**src/cgb_pkg.sv**
```systemverilog
package cgb_pkg;

  // ----------------------------------------------------------------
  // register indices
  // ----------------------------------------------------------------
  localparam logic [7:0] IDX_OUTPUT_PAIR_ENABLE = 8'h00;
  localparam logic [7:0] IDX_SPREAD_AND_SWING = 8'h01;
  localparam logic [7:0] IDX_PAIR_EDGE_RATE = 8'h02;
  localparam logic [7:0] IDX_SINGLE_ENDED_CTRL = 8'h03;
  localparam logic [7:0] IDX_RESERVED_ALL_ONES = 8'h04;
  localparam logic [7:0] IDX_REVISION_AND_VENDOR = 8'h05;
  localparam logic [7:0] IDX_FAMILY_AND_PART = 8'h06;
  localparam logic [7:0] IDX_BLOCK_READ_LENGTH = 8'h07;

  // ----------------------------------------------------------------
  // writable masks, fixed read values and reset values
  // ----------------------------------------------------------------
  localparam logic [7:0] PAIR_ENABLE_MASK = 8'h06;
  localparam logic [7:0] PAIR_ENABLE_FIXED = 8'hF9;
  localparam logic [7:0] PAIR_ENABLE_RESET = 8'h06;
  localparam logic [7:0] SPREAD_MASK = 8'h3B;
  localparam logic [7:0] SPREAD_FIXED = 8'h04;
  localparam logic [7:0] SPREAD_RESET = 8'h02;
  localparam logic [7:0] EDGE_MASK = 8'h06;
  localparam logic [7:0] EDGE_FIXED = 8'hF9;
  localparam logic [7:0] EDGE_RESET = 8'h06;
  localparam logic [7:0] SE_MASK = 8'hF0;
  localparam logic [7:0] SE_FIXED = 8'h0F;
  localparam logic [7:0] SE_RESET = 8'h50;
  localparam logic [7:0] RESERVED_VALUE = 8'hFF;
  localparam logic [7:0] LENGTH_MASK = 8'h1F;
  localparam logic [7:0] LENGTH_FIXED = 8'h00;
  localparam logic [7:0] LENGTH_RESET = 8'h08;
  localparam logic [7:0] UNMAPPED_VALUE = 8'h00;

  // ----------------------------------------------------------------
  // field positions
  // ----------------------------------------------------------------
  localparam int PAIR1_BIT = 2;
  localparam int PAIR0_BIT = 1;
  localparam int STRAP_LSB = 6;
  localparam int SW_OVERRIDE_BIT = 5;
  localparam int SW_SPREAD_LSB = 3;
  localparam int SWING_LSB = 0;
  localparam int SE_EDGE_LSB = 6;
  localparam int SE_WAKE_BIT = 5;
  localparam int SE_ENABLE_BIT = 4;

  // ----------------------------------------------------------------
  // strap codes, byte roles, bus phases
  // ----------------------------------------------------------------
  localparam logic [1:0] STRAP_LOW = 2'h0;
  localparam logic [1:0] STRAP_MID = 2'h1;
  localparam logic [1:0] STRAP_HIGH = 2'h3;
  localparam logic [1:0] ROLE_ADDR = 2'h0;
  localparam logic [1:0] ROLE_INDEX = 2'h1;
  localparam logic [1:0] ROLE_COUNT = 2'h2;
  localparam logic [1:0] ROLE_DATA = 2'h3;
  localparam logic [3:0] BITS_PER_BYTE = 4'h8;
  localparam logic [3:0] LAST_TX_BIT = 4'h7;

  typedef enum logic [2:0] {
    CGB_IDLE,
    CGB_RX,
    CGB_ACK_OUT,
    CGB_TX,
    CGB_ACK_IN
  } cgb_phase_type;

endpackage : cgb_pkg

```
**src/cgb_config_bank.sv**
```systemverilog
// Operation
// - byte0 bits 2,1 gate pairs, reset on
// - byte1 bits 7:6 read latched spread strap
// - byte1 bit5 hands spread to software
// - software spread field codes, reset 00
// - software field inert unless override set
// - byte1 bits 1:0 swing, reset 10
// - byte2 bits 2,1 pair edge rate, reset fast
// - byte3 single-ended edge rate and enable
// - byte3 bit5 keeps single-ended running powered down
// - byte4 reads all ones, writes ignored
// - byte5 fixed revision and vendor codes
// - byte6 fixed family and part codes
// - byte7 read length, default 8
// - block write: index, count, data, acked
// - block read returns count then data
`timescale 1ns/100ps
module cgb_config_bank
  import cgb_pkg::*;
#(
  parameter logic [6:0] BUS_ADDR_0 = 7'h2A,  // arbitrary default
  parameter logic [6:0] BUS_ADDR_1 = 7'h2B,  // arbitrary default
  parameter logic [3:0] REVISION_CODE = 4'h3,  // arbitrary value
  parameter logic [3:0] VENDOR_CODE = 4'h5,  // arbitrary value
  parameter logic [1:0] FAMILY_CODE = 2'h2,  // arbitrary value
  parameter logic [5:0] PART_CODE = 6'h15  // arbitrary value
) (
  // clock and reset
  input wire logic CLOCK,
  input wire logic SRST,
  // system management bus pins
  input wire logic SCL,
  input wire logic SDA_IN,
  output logic SDA_OUT,
  output logic SDA_OE_N,
  // straps and power control
  input wire logic ADDR_SELECT,
  input wire logic [1:0] SPREAD_STRAP_CODE,
  input wire logic POWER_GOOD_POWERDOWN_PIN_N,
  // controls to the clock outputs
  output logic PAIR0_OUTPUT_GATE,
  output logic PAIR1_OUTPUT_GATE,
  output logic PAIR0_EDGE_RATE,
  output logic PAIR1_EDGE_RATE,
  output logic [1:0] SPREAD_AMOUNT,
  output logic [1:0] SWING_SELECT,
  output logic [1:0] SE_EDGE_RATE,
  output logic SE_OUTPUT_RUN
);

  // ----------------------------------------------------------------
  // state
  // ----------------------------------------------------------------
  typedef struct packed {
    cgb_phase_type phase;  // bus engine phase
    logic [1:0] role;  // meaning of the byte in flight
    logic [3:0] bit_cnt;  // bits moved in this byte
    logic [7:0] shift;  // receive or transmit shifter
    logic [7:0] index;  // register pointer
    logic rw;  // direction bit of the address byte
    logic host_nack;  // host answer after a sent byte
    logic sda_low;  // we pull data low
    logic scl_q;  // previous clock line
    logic sda_q;  // previous data line
    logic strap_taken;  // straps caught once after reset
    logic [1:0] strap;  // latched spread strap
    logic addr_sel;  // latched address select
    logic [7:0] pair_enable;  // stored byte 0
    logic [7:0] spread;  // stored byte 1
    logic [7:0] edge_rate;  // stored byte 2
    logic [7:0] se_ctrl;  // stored byte 3
    logic [7:0] read_length;  // stored byte 7
    logic wr_strobe;  // a data byte was committed
    logic first_tx;  // count byte just loaded
  } cgb_state_type;

  cgb_state_type s;  // registered state
  cgb_state_type next_s;  // next state

  // ----------------------------------------------------------------
  // helpers
  // ----------------------------------------------------------------
  // keep the fixed bits, take only the writable ones
  function automatic logic [7:0] merge(
    input logic [7:0] old,
    input logic [7:0] wdata,
    input logic [7:0] mask
  );
    merge = (old & ~mask) | (wdata & mask);
  endfunction : merge

  // what a read shows: writable bits stored, the rest fixed
  function automatic logic [7:0] shown(
    input logic [7:0] stored,
    input logic [7:0] mask,
    input logic [7:0] fixed
  );
    shown = (stored & mask) | (fixed & ~mask);
  endfunction : shown

  // read mux over the eight bytes
  function automatic logic [7:0] read_byte(
    input cgb_state_type st,
    input logic [7:0] idx
  );
    case (idx)
      IDX_OUTPUT_PAIR_ENABLE: begin
        read_byte = shown(st.pair_enable, PAIR_ENABLE_MASK,
                          PAIR_ENABLE_FIXED);
      end
      IDX_SPREAD_AND_SWING: begin
        read_byte = shown(st.spread, SPREAD_MASK, SPREAD_FIXED)
                    | {st.strap, 6'h00};
      end
      IDX_PAIR_EDGE_RATE: begin
        read_byte = shown(st.edge_rate, EDGE_MASK, EDGE_FIXED);
      end
      IDX_SINGLE_ENDED_CTRL: begin
        read_byte = shown(st.se_ctrl, SE_MASK, SE_FIXED);
      end
      IDX_RESERVED_ALL_ONES: begin
        read_byte = RESERVED_VALUE;
      end
      IDX_REVISION_AND_VENDOR: begin
        read_byte = {REVISION_CODE, VENDOR_CODE};
      end
      IDX_FAMILY_AND_PART: begin
        read_byte = {FAMILY_CODE, PART_CODE};
      end
      IDX_BLOCK_READ_LENGTH: begin
        read_byte = shown(st.read_length, LENGTH_MASK,
                          LENGTH_FIXED);
      end
      default: begin
        read_byte = UNMAPPED_VALUE;  // beyond the bank
      end
    endcase
  endfunction : read_byte

  // ----------------------------------------------------------------
  // bus line events
  // ----------------------------------------------------------------
  logic scl_rise;  // clock line rose
  logic scl_fall;  // clock line fell
  logic bus_start;  // data fell with clock high
  logic bus_stop;  // data rose with clock high
  logic [6:0] own_addr;  // address picked by the strap
  logic [7:0] tx_byte;  // byte at the pointer

  assign scl_rise = SCL & ~s.scl_q;
  assign scl_fall = ~SCL & s.scl_q;
  assign bus_start = SCL & s.scl_q & s.sda_q & ~SDA_IN;
  assign bus_stop = SCL & s.scl_q & ~s.sda_q & SDA_IN;
  assign own_addr = s.addr_sel ? BUS_ADDR_1 : BUS_ADDR_0;
  assign tx_byte = read_byte(s, s.index);

  // ----------------------------------------------------------------
  // next state
  // ----------------------------------------------------------------
  // one process drives the whole engine; data changes only while
  // the clock line is low, so start and stop stay unambiguous
  always_comb begin
    next_s = s;
    next_s.scl_q = SCL;
    next_s.sda_q = SDA_IN;
    next_s.wr_strobe = 1'b0;
    next_s.first_tx = 1'b0;
    // straps are caught in the first cycle after reset
    if (!s.strap_taken) begin
      next_s.strap_taken = 1'b1;
      next_s.strap = SPREAD_STRAP_CODE;
      next_s.addr_sel = ADDR_SELECT;
    end
    if (bus_start) begin
      // start or repeated start: expect an address
      next_s.phase = CGB_RX;
      next_s.role = ROLE_ADDR;
      next_s.bit_cnt = 4'h0;
      next_s.sda_low = 1'b0;
    end else if (bus_stop) begin
      next_s.phase = CGB_IDLE;
      next_s.sda_low = 1'b0;
    end else begin
      case (s.phase)
        CGB_RX: begin
          // sample on the rising clock
          if (scl_rise) begin
            next_s.shift = {s.shift[6:0], SDA_IN};
            next_s.bit_cnt = s.bit_cnt + 4'h1;
          end
          // after the eighth bit decide whether to acknowledge
          if (scl_fall && s.bit_cnt == BITS_PER_BYTE) begin
            next_s.bit_cnt = 4'h0;
            next_s.phase = CGB_ACK_OUT;
            next_s.sda_low = 1'b1;
            case (s.role)
              ROLE_ADDR: begin
                if (s.shift[7:1] == own_addr) begin
                  next_s.rw = s.shift[0];
                end else begin
                  // not ours: stay off the bus until next start
                  next_s.phase = CGB_IDLE;
                  next_s.sda_low = 1'b0;
                end
              end
              ROLE_INDEX: begin
                next_s.index = s.shift;
              end
              ROLE_COUNT: begin
                // the count only frames the host's burst
                next_s.index = s.index;
              end
              default: begin
                // data byte: store writable bits only
                next_s.wr_strobe = 1'b1;
                next_s.index = s.index + 8'h01;
                case (s.index)
                  IDX_OUTPUT_PAIR_ENABLE: begin
                    next_s.pair_enable = merge(s.pair_enable, s.shift,
                                              PAIR_ENABLE_MASK);
                  end
                  IDX_SPREAD_AND_SWING: begin
                    next_s.spread = merge(s.spread, s.shift,
                                          SPREAD_MASK);
                  end
                  IDX_PAIR_EDGE_RATE: begin
                    next_s.edge_rate = merge(s.edge_rate, s.shift,
                                             EDGE_MASK);
                  end
                  IDX_SINGLE_ENDED_CTRL: begin
                    next_s.se_ctrl = merge(s.se_ctrl, s.shift, SE_MASK);
                  end
                  IDX_BLOCK_READ_LENGTH: begin
                    next_s.read_length = merge(s.read_length, s.shift,
                                               LENGTH_MASK);
                  end
                  default: begin
                    // read-only and reserved bytes keep their value
                    next_s.se_ctrl = s.se_ctrl;
                  end
                endcase
              end
            endcase
          end
        end
        CGB_ACK_OUT: begin
          // release after the acknowledge clock
          if (scl_fall) begin
            next_s.sda_low = 1'b0;
            next_s.bit_cnt = 4'h0;
            next_s.phase = CGB_RX;
            case (s.role)
              ROLE_ADDR: begin
                if (s.rw) begin
                  // read: the count byte goes out first
                  next_s.phase = CGB_TX;
                  next_s.role = ROLE_DATA;
                  next_s.first_tx = 1'b1;
                  next_s.shift = read_byte(s, IDX_BLOCK_READ_LENGTH);
                  next_s.sda_low = ~next_s.shift[7];
                end else begin
                  next_s.role = ROLE_INDEX;
                end
              end
              ROLE_INDEX: begin
                next_s.role = ROLE_COUNT;
              end
              default: begin
                next_s.role = ROLE_DATA;
              end
            endcase
          end
        end
        CGB_TX: begin
          // shift out on each falling clock
          if (scl_fall) begin
            if (s.bit_cnt == LAST_TX_BIT) begin
              next_s.phase = CGB_ACK_IN;
              next_s.sda_low = 1'b0;
            end else begin
              next_s.bit_cnt = s.bit_cnt + 4'h1;
              next_s.sda_low = ~s.shift[6];
              next_s.shift = {s.shift[6:0], 1'b0};
            end
          end
        end
        CGB_ACK_IN: begin
          if (scl_rise) begin
            next_s.host_nack = SDA_IN;
          end
          // a host not-acknowledge ends the read
          if (scl_fall) begin
            if (s.host_nack) begin
              next_s.phase = CGB_IDLE;
            end else begin
              next_s.phase = CGB_TX;
              next_s.bit_cnt = 4'h0;
              next_s.shift = tx_byte;
              next_s.sda_low = ~tx_byte[7];
              next_s.index = s.index + 8'h01;
            end
          end
        end
        default: begin
          next_s.sda_low = 1'b0;  // idle: bus released
        end
      endcase
    end
  end

  // ----------------------------------------------------------------
  // registers
  // ----------------------------------------------------------------
  // reset values are constants; straps are sampled after release
  always_ff @(posedge CLOCK) begin
    if (SRST) begin
      s <= '0;
      s.phase <= CGB_IDLE;
      s.scl_q <= 1'b1;
      s.sda_q <= 1'b1;
      s.pair_enable <= PAIR_ENABLE_RESET;
      s.spread <= SPREAD_RESET;
      s.edge_rate <= EDGE_RESET;
      s.se_ctrl <= SE_RESET;
      s.read_length <= LENGTH_RESET;
    end else begin
      s <= next_s;
    end
  end

  // ----------------------------------------------------------------
  // outputs
  // ----------------------------------------------------------------
  // open drain: only ever pull low
  assign SDA_OUT = 1'b0;
  assign SDA_OE_N = ~s.sda_low;
  // pairs stop low while powered down
  assign PAIR0_OUTPUT_GATE = s.pair_enable[PAIR0_BIT]
                             & POWER_GOOD_POWERDOWN_PIN_N;
  assign PAIR1_OUTPUT_GATE = s.pair_enable[PAIR1_BIT]
                             & POWER_GOOD_POWERDOWN_PIN_N;
  assign PAIR0_EDGE_RATE = s.edge_rate[PAIR0_BIT];
  assign PAIR1_EDGE_RATE = s.edge_rate[PAIR1_BIT];
  // software field counts only when override is set
  assign SPREAD_AMOUNT = s.spread[SW_OVERRIDE_BIT]
                         ? s.spread[SW_SPREAD_LSB +: 2]
                         : s.strap;
  assign SWING_SELECT = s.spread[SWING_LSB +: 2];
  assign SE_EDGE_RATE = s.se_ctrl[SE_EDGE_LSB +: 2];
  assign SE_OUTPUT_RUN = s.se_ctrl[SE_ENABLE_BIT]
                         & (POWER_GOOD_POWERDOWN_PIN_N
                            | s.se_ctrl[SE_WAKE_BIT]);
endmodule : cgb_config_bank

```
**config.mk**
```make
export PLATFORM = sky130hd
export DESIGN_NAME = cgb_config_bank
export DESIGN_NICKNAME = d
export VERILOG_FILES = /design/src/cgb_pkg.sv /design/src/cgb_config_bank.sv
export SDC_FILE = /design/constraint.sdc
export NUM_CORES = 1
export LEC_CHECK = 0
export BUFFER_PORTS_ARGS = -buffer_cell sky130_fd_sc_hd__buf_2
export CORE_UTILIZATION = 39
export CTS_BUF_LIST = sky130_fd_sc_hd__clkbuf_2 sky130_fd_sc_hd__clkbuf_4 sky130_fd_sc_hd__clkbuf_8
export DETAILED_ROUTE_END_ITERATION = 12
export REMOVE_ABC_BUFFERS = 1
export SYNTH_ARGS = -nofsm -noshare
export SYNTH_HDL_FRONTEND = slang
export SYNTH_SLANG_ARGS = --single-unit
```
**constraint.sdc**
```tcl
create_clock -name CLOCK -period 3.35 [get_ports CLOCK]
set_input_delay 0.335 -clock CLOCK [delete_from_list [all_inputs] [get_ports CLOCK]]
set_output_delay 0.335 -clock CLOCK [all_outputs]
set_load 0.01 [all_outputs]
```
After elaboration in Yosys (flattened, before gate mapping)
Index checks and enable logic that the tools add are counted.
Storage, ports and cells
  flip-flop bits (word level): 74
  bits in latches: 0
  RAM bits: 0
  ROM bits: 0
  input bits: 8
  memories: 0
Operators by class
  $add $sub $neg: 2
  $mul: 0
  div/mod/pow operators: 0
  order comparisons: 0
  eq/ne operators: 33
  shift-type cells: 0
  mux-type cells: 54
  bitwise operators: 28
  reductions and logical operators: 24
Operator list (count)
  2-to-1 mux 8 bit: 8
  one-hot mux 8 bit (8 select lines): 1
  one-hot mux 12 bit (4 select lines): 1
  AND reduction 6 bit: 8
  2-to-1 mux 20 bit: 2
  2-to-1 mux 12 bit: 3
  equality test 8 x 3 -> 1 bit, second input constant: 4
  one-hot mux 8 bit (2 select lines): 2
  2-to-1 mux 24 bit: 1
  inequality test 2 bit, second input constant: 10
  inequality test 4 bit, second input constant: 5
  2-to-1 mux 1 bit: 17
  2-to-1 mux 17 bit: 1
  equality test 8 x 2 -> 1 bit, second input constant: 2
  bitwise OR 8 x 3 -> 8 bit: 2
  2-to-1 mux 3 bit: 5
  2-to-1 mux 2 bit: 7
  one-hot mux 3 bit (4 select lines): 1
  inverter 1 bit: 11
  AND reduction 11 bit: 1
  bitwise AND 1 bit: 10
  2-to-1 mux 9 bit: 1
  adder 8 x 1 -> 8 bit, second input constant: 1
  equality test 8 x 1 -> 1 bit, second input constant: 1
  other kinds (33): 36

Depth between registers and ports, before layout
  depth after elaboration: 12
  depth in mapped cells: 8
  depth with buffers taken out: 7

Worst setup path after synthesis
OpenSTA, ideal clock, no wires.
  kind: input -> register
  start: input SCL
  end: register s, in the netlist PAIR0_EDGE_RATE
  arrival time: 1768 ps
  required time: 3221 ps
  path slack: 1452 ps
  stages on the path: 6
  path through: clkbuf_1 > and4bb_2 > nand3_1 > or4_4 > mux2i_1 > nand2_1
On the way
  longest elaborated chain between the ends: 5
  elaborated cells on any way between the ends: 11
  classes of those cells: bitwise (9); reduce/logical (2)
RTL lines
  from (decl): line cgb_config_bank.sv:32  | input wire logic SCL,
  bitwise AND 1 bit: line cgb_config_bank.sv:152, cgb_config_bank.sv:153
  bitwise AND 1 bit, on equally long branches (2 in a row): line cgb_config_bank.sv:152, cgb_config_bank.sv:153
  inverter 1 bit (no source line)
  AND reduction 6 bit (no source line) *
  to (signal assigned): line cgb_config_bank.sv:327  | s <= next_s;
  to (decl): line cgb_config_bank.sv:77  | cgb_state_type s;
Every way passes the cells marked *; elsewhere a longest branch is shown, timed or not.
A chain may end at the register's enable or synchronous reset.

Final worst setup path
  start: register s[75] in the netlist's numbering
  end: register s[53] in the netlist's numbering
On the way
  longest elaborated chain between the ends: 3
  elaborated cells on any way between the ends: 9
  classes of those cells: eq/ne (6); mux (1); reduce/logical (2)
RTL lines
  equality test 3 x 1 -> 1 bit or equality test 3 bit (tied branches): line cgb_config_bank.sv:184  | case (s.phase)
  inequality test 2 bit (no source line) or nonzero test 2 bit (tied branches)
  AND reduction 7 bit (no source line)
Several ways; a longest one is shown, not always the timed one.

==> metrics.cfg <==
[yosys]
number_of_flip_flops_and_latches_in_the_synthesized_netlist=52
synth_top_cells_by_count=52 x dfxtp_1, 46 x nor2_1, 26 x nand2_1
synth.yosys.seq_area_share_pct=31.96
yosysUniqueCellTypes=73
leading_area_contributor_after_synthesis=dfxtp_1
syn_area_um2=3257
avgSynthCellArea_um2=8.372
cell_with_the_most_instances_after_synthesis=dfxtp_1
synth_enable_flop_cells=0
synthesis.instances=389
netlist.area_leader.share_pct=31.96
ys_async_sr_fraction_pct=0
synthTopCellsByArea=dfxtp_1 32%, mux2i_1 7.7%, nor2_1 5.3%
synth_top_flop_cell=dfxtp_1
yosys_warnings=0

[drt]
drt-vias-per-instance=6.014
wl_um=8699
wire_per_inst_um=17.86
drtPass1Iterations=5
drt_drc_violations_left=0
dr.first_iter.drc_count=235
postRouteAntennaNets=0
route.vias.total=2929

[hold_path]
min-delay-path-class=input pin to register
worst_hold_path_ep=s[42]$_SDFFE_PP0N_
min-delay-start=ADDR_SELECT
worst_hold_path.num_cells=3

[cts]
clock_tree.buffer_depth=2
worst_skew_pair.late_latency_ns=0.31
cts.repair.resized=0
clk_pin_slew_ns=0.10
clock_tree.htree_level_count=2
cts_tree=done
tritoncts.num_buffers=5
cts_setup_buffers=0
cell_at_the_root_of_the_clock_tree=clkbuf_8
cts_hold_repair.buffers=0
clock_sinks=52

[floorplan]
die-area_um2=8721
fp-row-count=32
start_util_pct=41.29
io-pin-count=21
die_width_um=93.39
coreArea_um2=7888
die_h_um=93.39

[final_layout]
flow.area_growth_from_synthesis_pct=4.533
postLayoutCoreUtil_pct=43.16
antenna_diode_count=0
ratio_of_cells_with_drive_above_1_in_the_final_layout_pct=12.21
design.final.nets=398

[timing]
clock-skew-final_ns=0.005693
count_of_pins_over_their_slew_limit=0
finalSetupViolCount=0
slew_at_the_pin_closest_to_its_max_slew_limit_ns=0.7331
unrepaired_setup_endpoints_after_global_routing=false
report.final.hold_viol_count=0
setup_ws_ns=0.9077
max_clock_freq_ghz=0.4095
timing.slew.headroom_pct=51.06
finalWorstPathRequiredPeriod_ns=2.442
final.period_utilization_pct=72.90
setup-tns-final_ns=0

[power]
power_frac_comb_pct=8.0
p_sw_share_pct=27.15
post-layout-total-power_mw=1.116
seqPwrFrac_pct=58.1
power_report.internal_total_mw=0.8132
power_density_nw_per_um2=327.9
clock_power_share_pct=33.9
switchingPower_mw=0.3031
leakagePower_nw=1.280
maximum_resistive_drop_on_vdd_v=0.0001852

[global_routing]
grt_pass1_vias=2768
grt_antenna_before_repair=0
total_grt_overflow=0
grt_pass1_wl_um=14660
grt_max_degree=23
grtUsageTotal_pct=21.39

[place]
finalWeightedCongestion=0.9859
dp_hpwl_um=6225
io_buffers=19
place_worst_setup_slack_ns=0.9612

[job]
drv_cap=0

[worst_setup_path]
worst-endpoint-arrival_ns=2.66
setup.worst_path.end_class=register
reg2reg_to=s[53]$_SDFFE_PP0P_
startpoint_type=register
worst_r2r_path_depth=5
reg2reg_from=s[75]$_SDFFE_PP0P_
worst_ep_required_time_ns=3.56
criticalPathCategory=register to register
crit_fanout=16
reg2reg_setup_slack_ns=0.91

[outcome]
run_status=completed

-- worst max-delay path by stage --
stage | endpoint | from | cells past startpoint
after global placement | s[53]$_SDFFE_PP0P_ | s[75]$_SDFFE_PP0P_ | 5
after CTS | s[36]$_SDFFE_PP1P_ | s[73]$_SDFFE_PP0P_ | 5
after global routing | s[36]$_SDFFE_PP1P_ | s[73]$_SDFFE_PP0P_ | 5
after detailed placement | s[36]$_SDFFE_PP1P_ | s[73]$_SDFFE_PP0P_ | 5
final | s[53]$_SDFFE_PP0P_ | s[75]$_SDFFE_PP0P_ | 5
after floorplan | s[53]$_SDFFE_PP0P_ | s[75]$_SDFFE_PP0P_ | 5
-- cell families after synthesis --
group                      count (synthesis)  share of synthesized area [%]
and+or+nand+nor                          150                          25.55
AOI/OAI and AO/OA                        104                          23.70
DFF                                       52                          31.96
buffers and inverters                     45                          6.915
muxes                                     27                          8.375
adders and majority gates                  6                          2.305
xor gates and xnor gates                   4                          1.076
other                                      1                         0.1151
-- per-layer routing --
metal  GRT usage [%]  vias up  wire length [um]
met5               0        -                 0
met2           33.33      100              3950
li1                -     1410                 -
met4           5.256        0               123
met1           30.72     1407              4075
met3           3.333       12               550
-- power groups by stage --
stage / sequential [mW] / clock [mW] / combinational (mW)
global route: 0.651 / 0.411 / 0.0984
global placement: 0.662 / 0 / 0.0876
detailed placement: 0.662 / 0 / 0.0888
floorplan: 0.654 / 0 / 0.0572
finish: 0.648 / 0.379 / 0.0892
CTS: 0.648 / 0.388 / 0.0890
-- layout by cell type (no fill, tap or decap), types with 5 or more instances in the layout --
cell / instances
nor2b_1: 8
dfxtp_1: 52
clkbuf_8: 5
a22oi_1: 5
a211oi_1: 6
and3_1: 5
nand3_1: 12
ha_1: 6
mux2i_1: 25
buf_2: 19
nand2_1: 26
o21ai_0: 19
nor2_1: 46
nand2b_1: 12
a21oi_1: 22
o211ai_1: 7
inv_1: 11
-- cell type report --
class                           instances  area, um2
Sequential cell                        52       1041
Inverter                               12      45.04
Clock buffer                            5      68.82
Clock inverter                          3      21.27
Tap cell                              102      127.6
Multi-Input combinational cell        292       1991
Timing Repair Buffer                   21      110.1
Fill cell                             800       4483
-- flip-flops by register name, summed over array words and instances, names as in the netlist --
name	count
PAIR0_EDGE_RATE	1
s	46
PAIR1_EDGE_RATE	1
SE_EDGE_RATE	2
SWING_SELECT	2
-- worst max-delay path, stage by stage, from the launching register on --
cell,delay [ns]
dfxtp_1,0.61
or3b_1,0.57
or2_4,0.32
a22oi_4,0.40
o31ai_1,0.15
a32o_1,0.28
-- through the flow --
stage	instances	hold WS [ns]	cell area [um2]
detailed placement	479	0.4682	3314
global placement	479	0.4657	3314
CTS	487	0.2478	3405
global route	487	0.2703	3405
floorplan	356	0.3996	3077
finish	487	0.2499	3405
No activity file was read; power rests on OpenSTA's default activity.
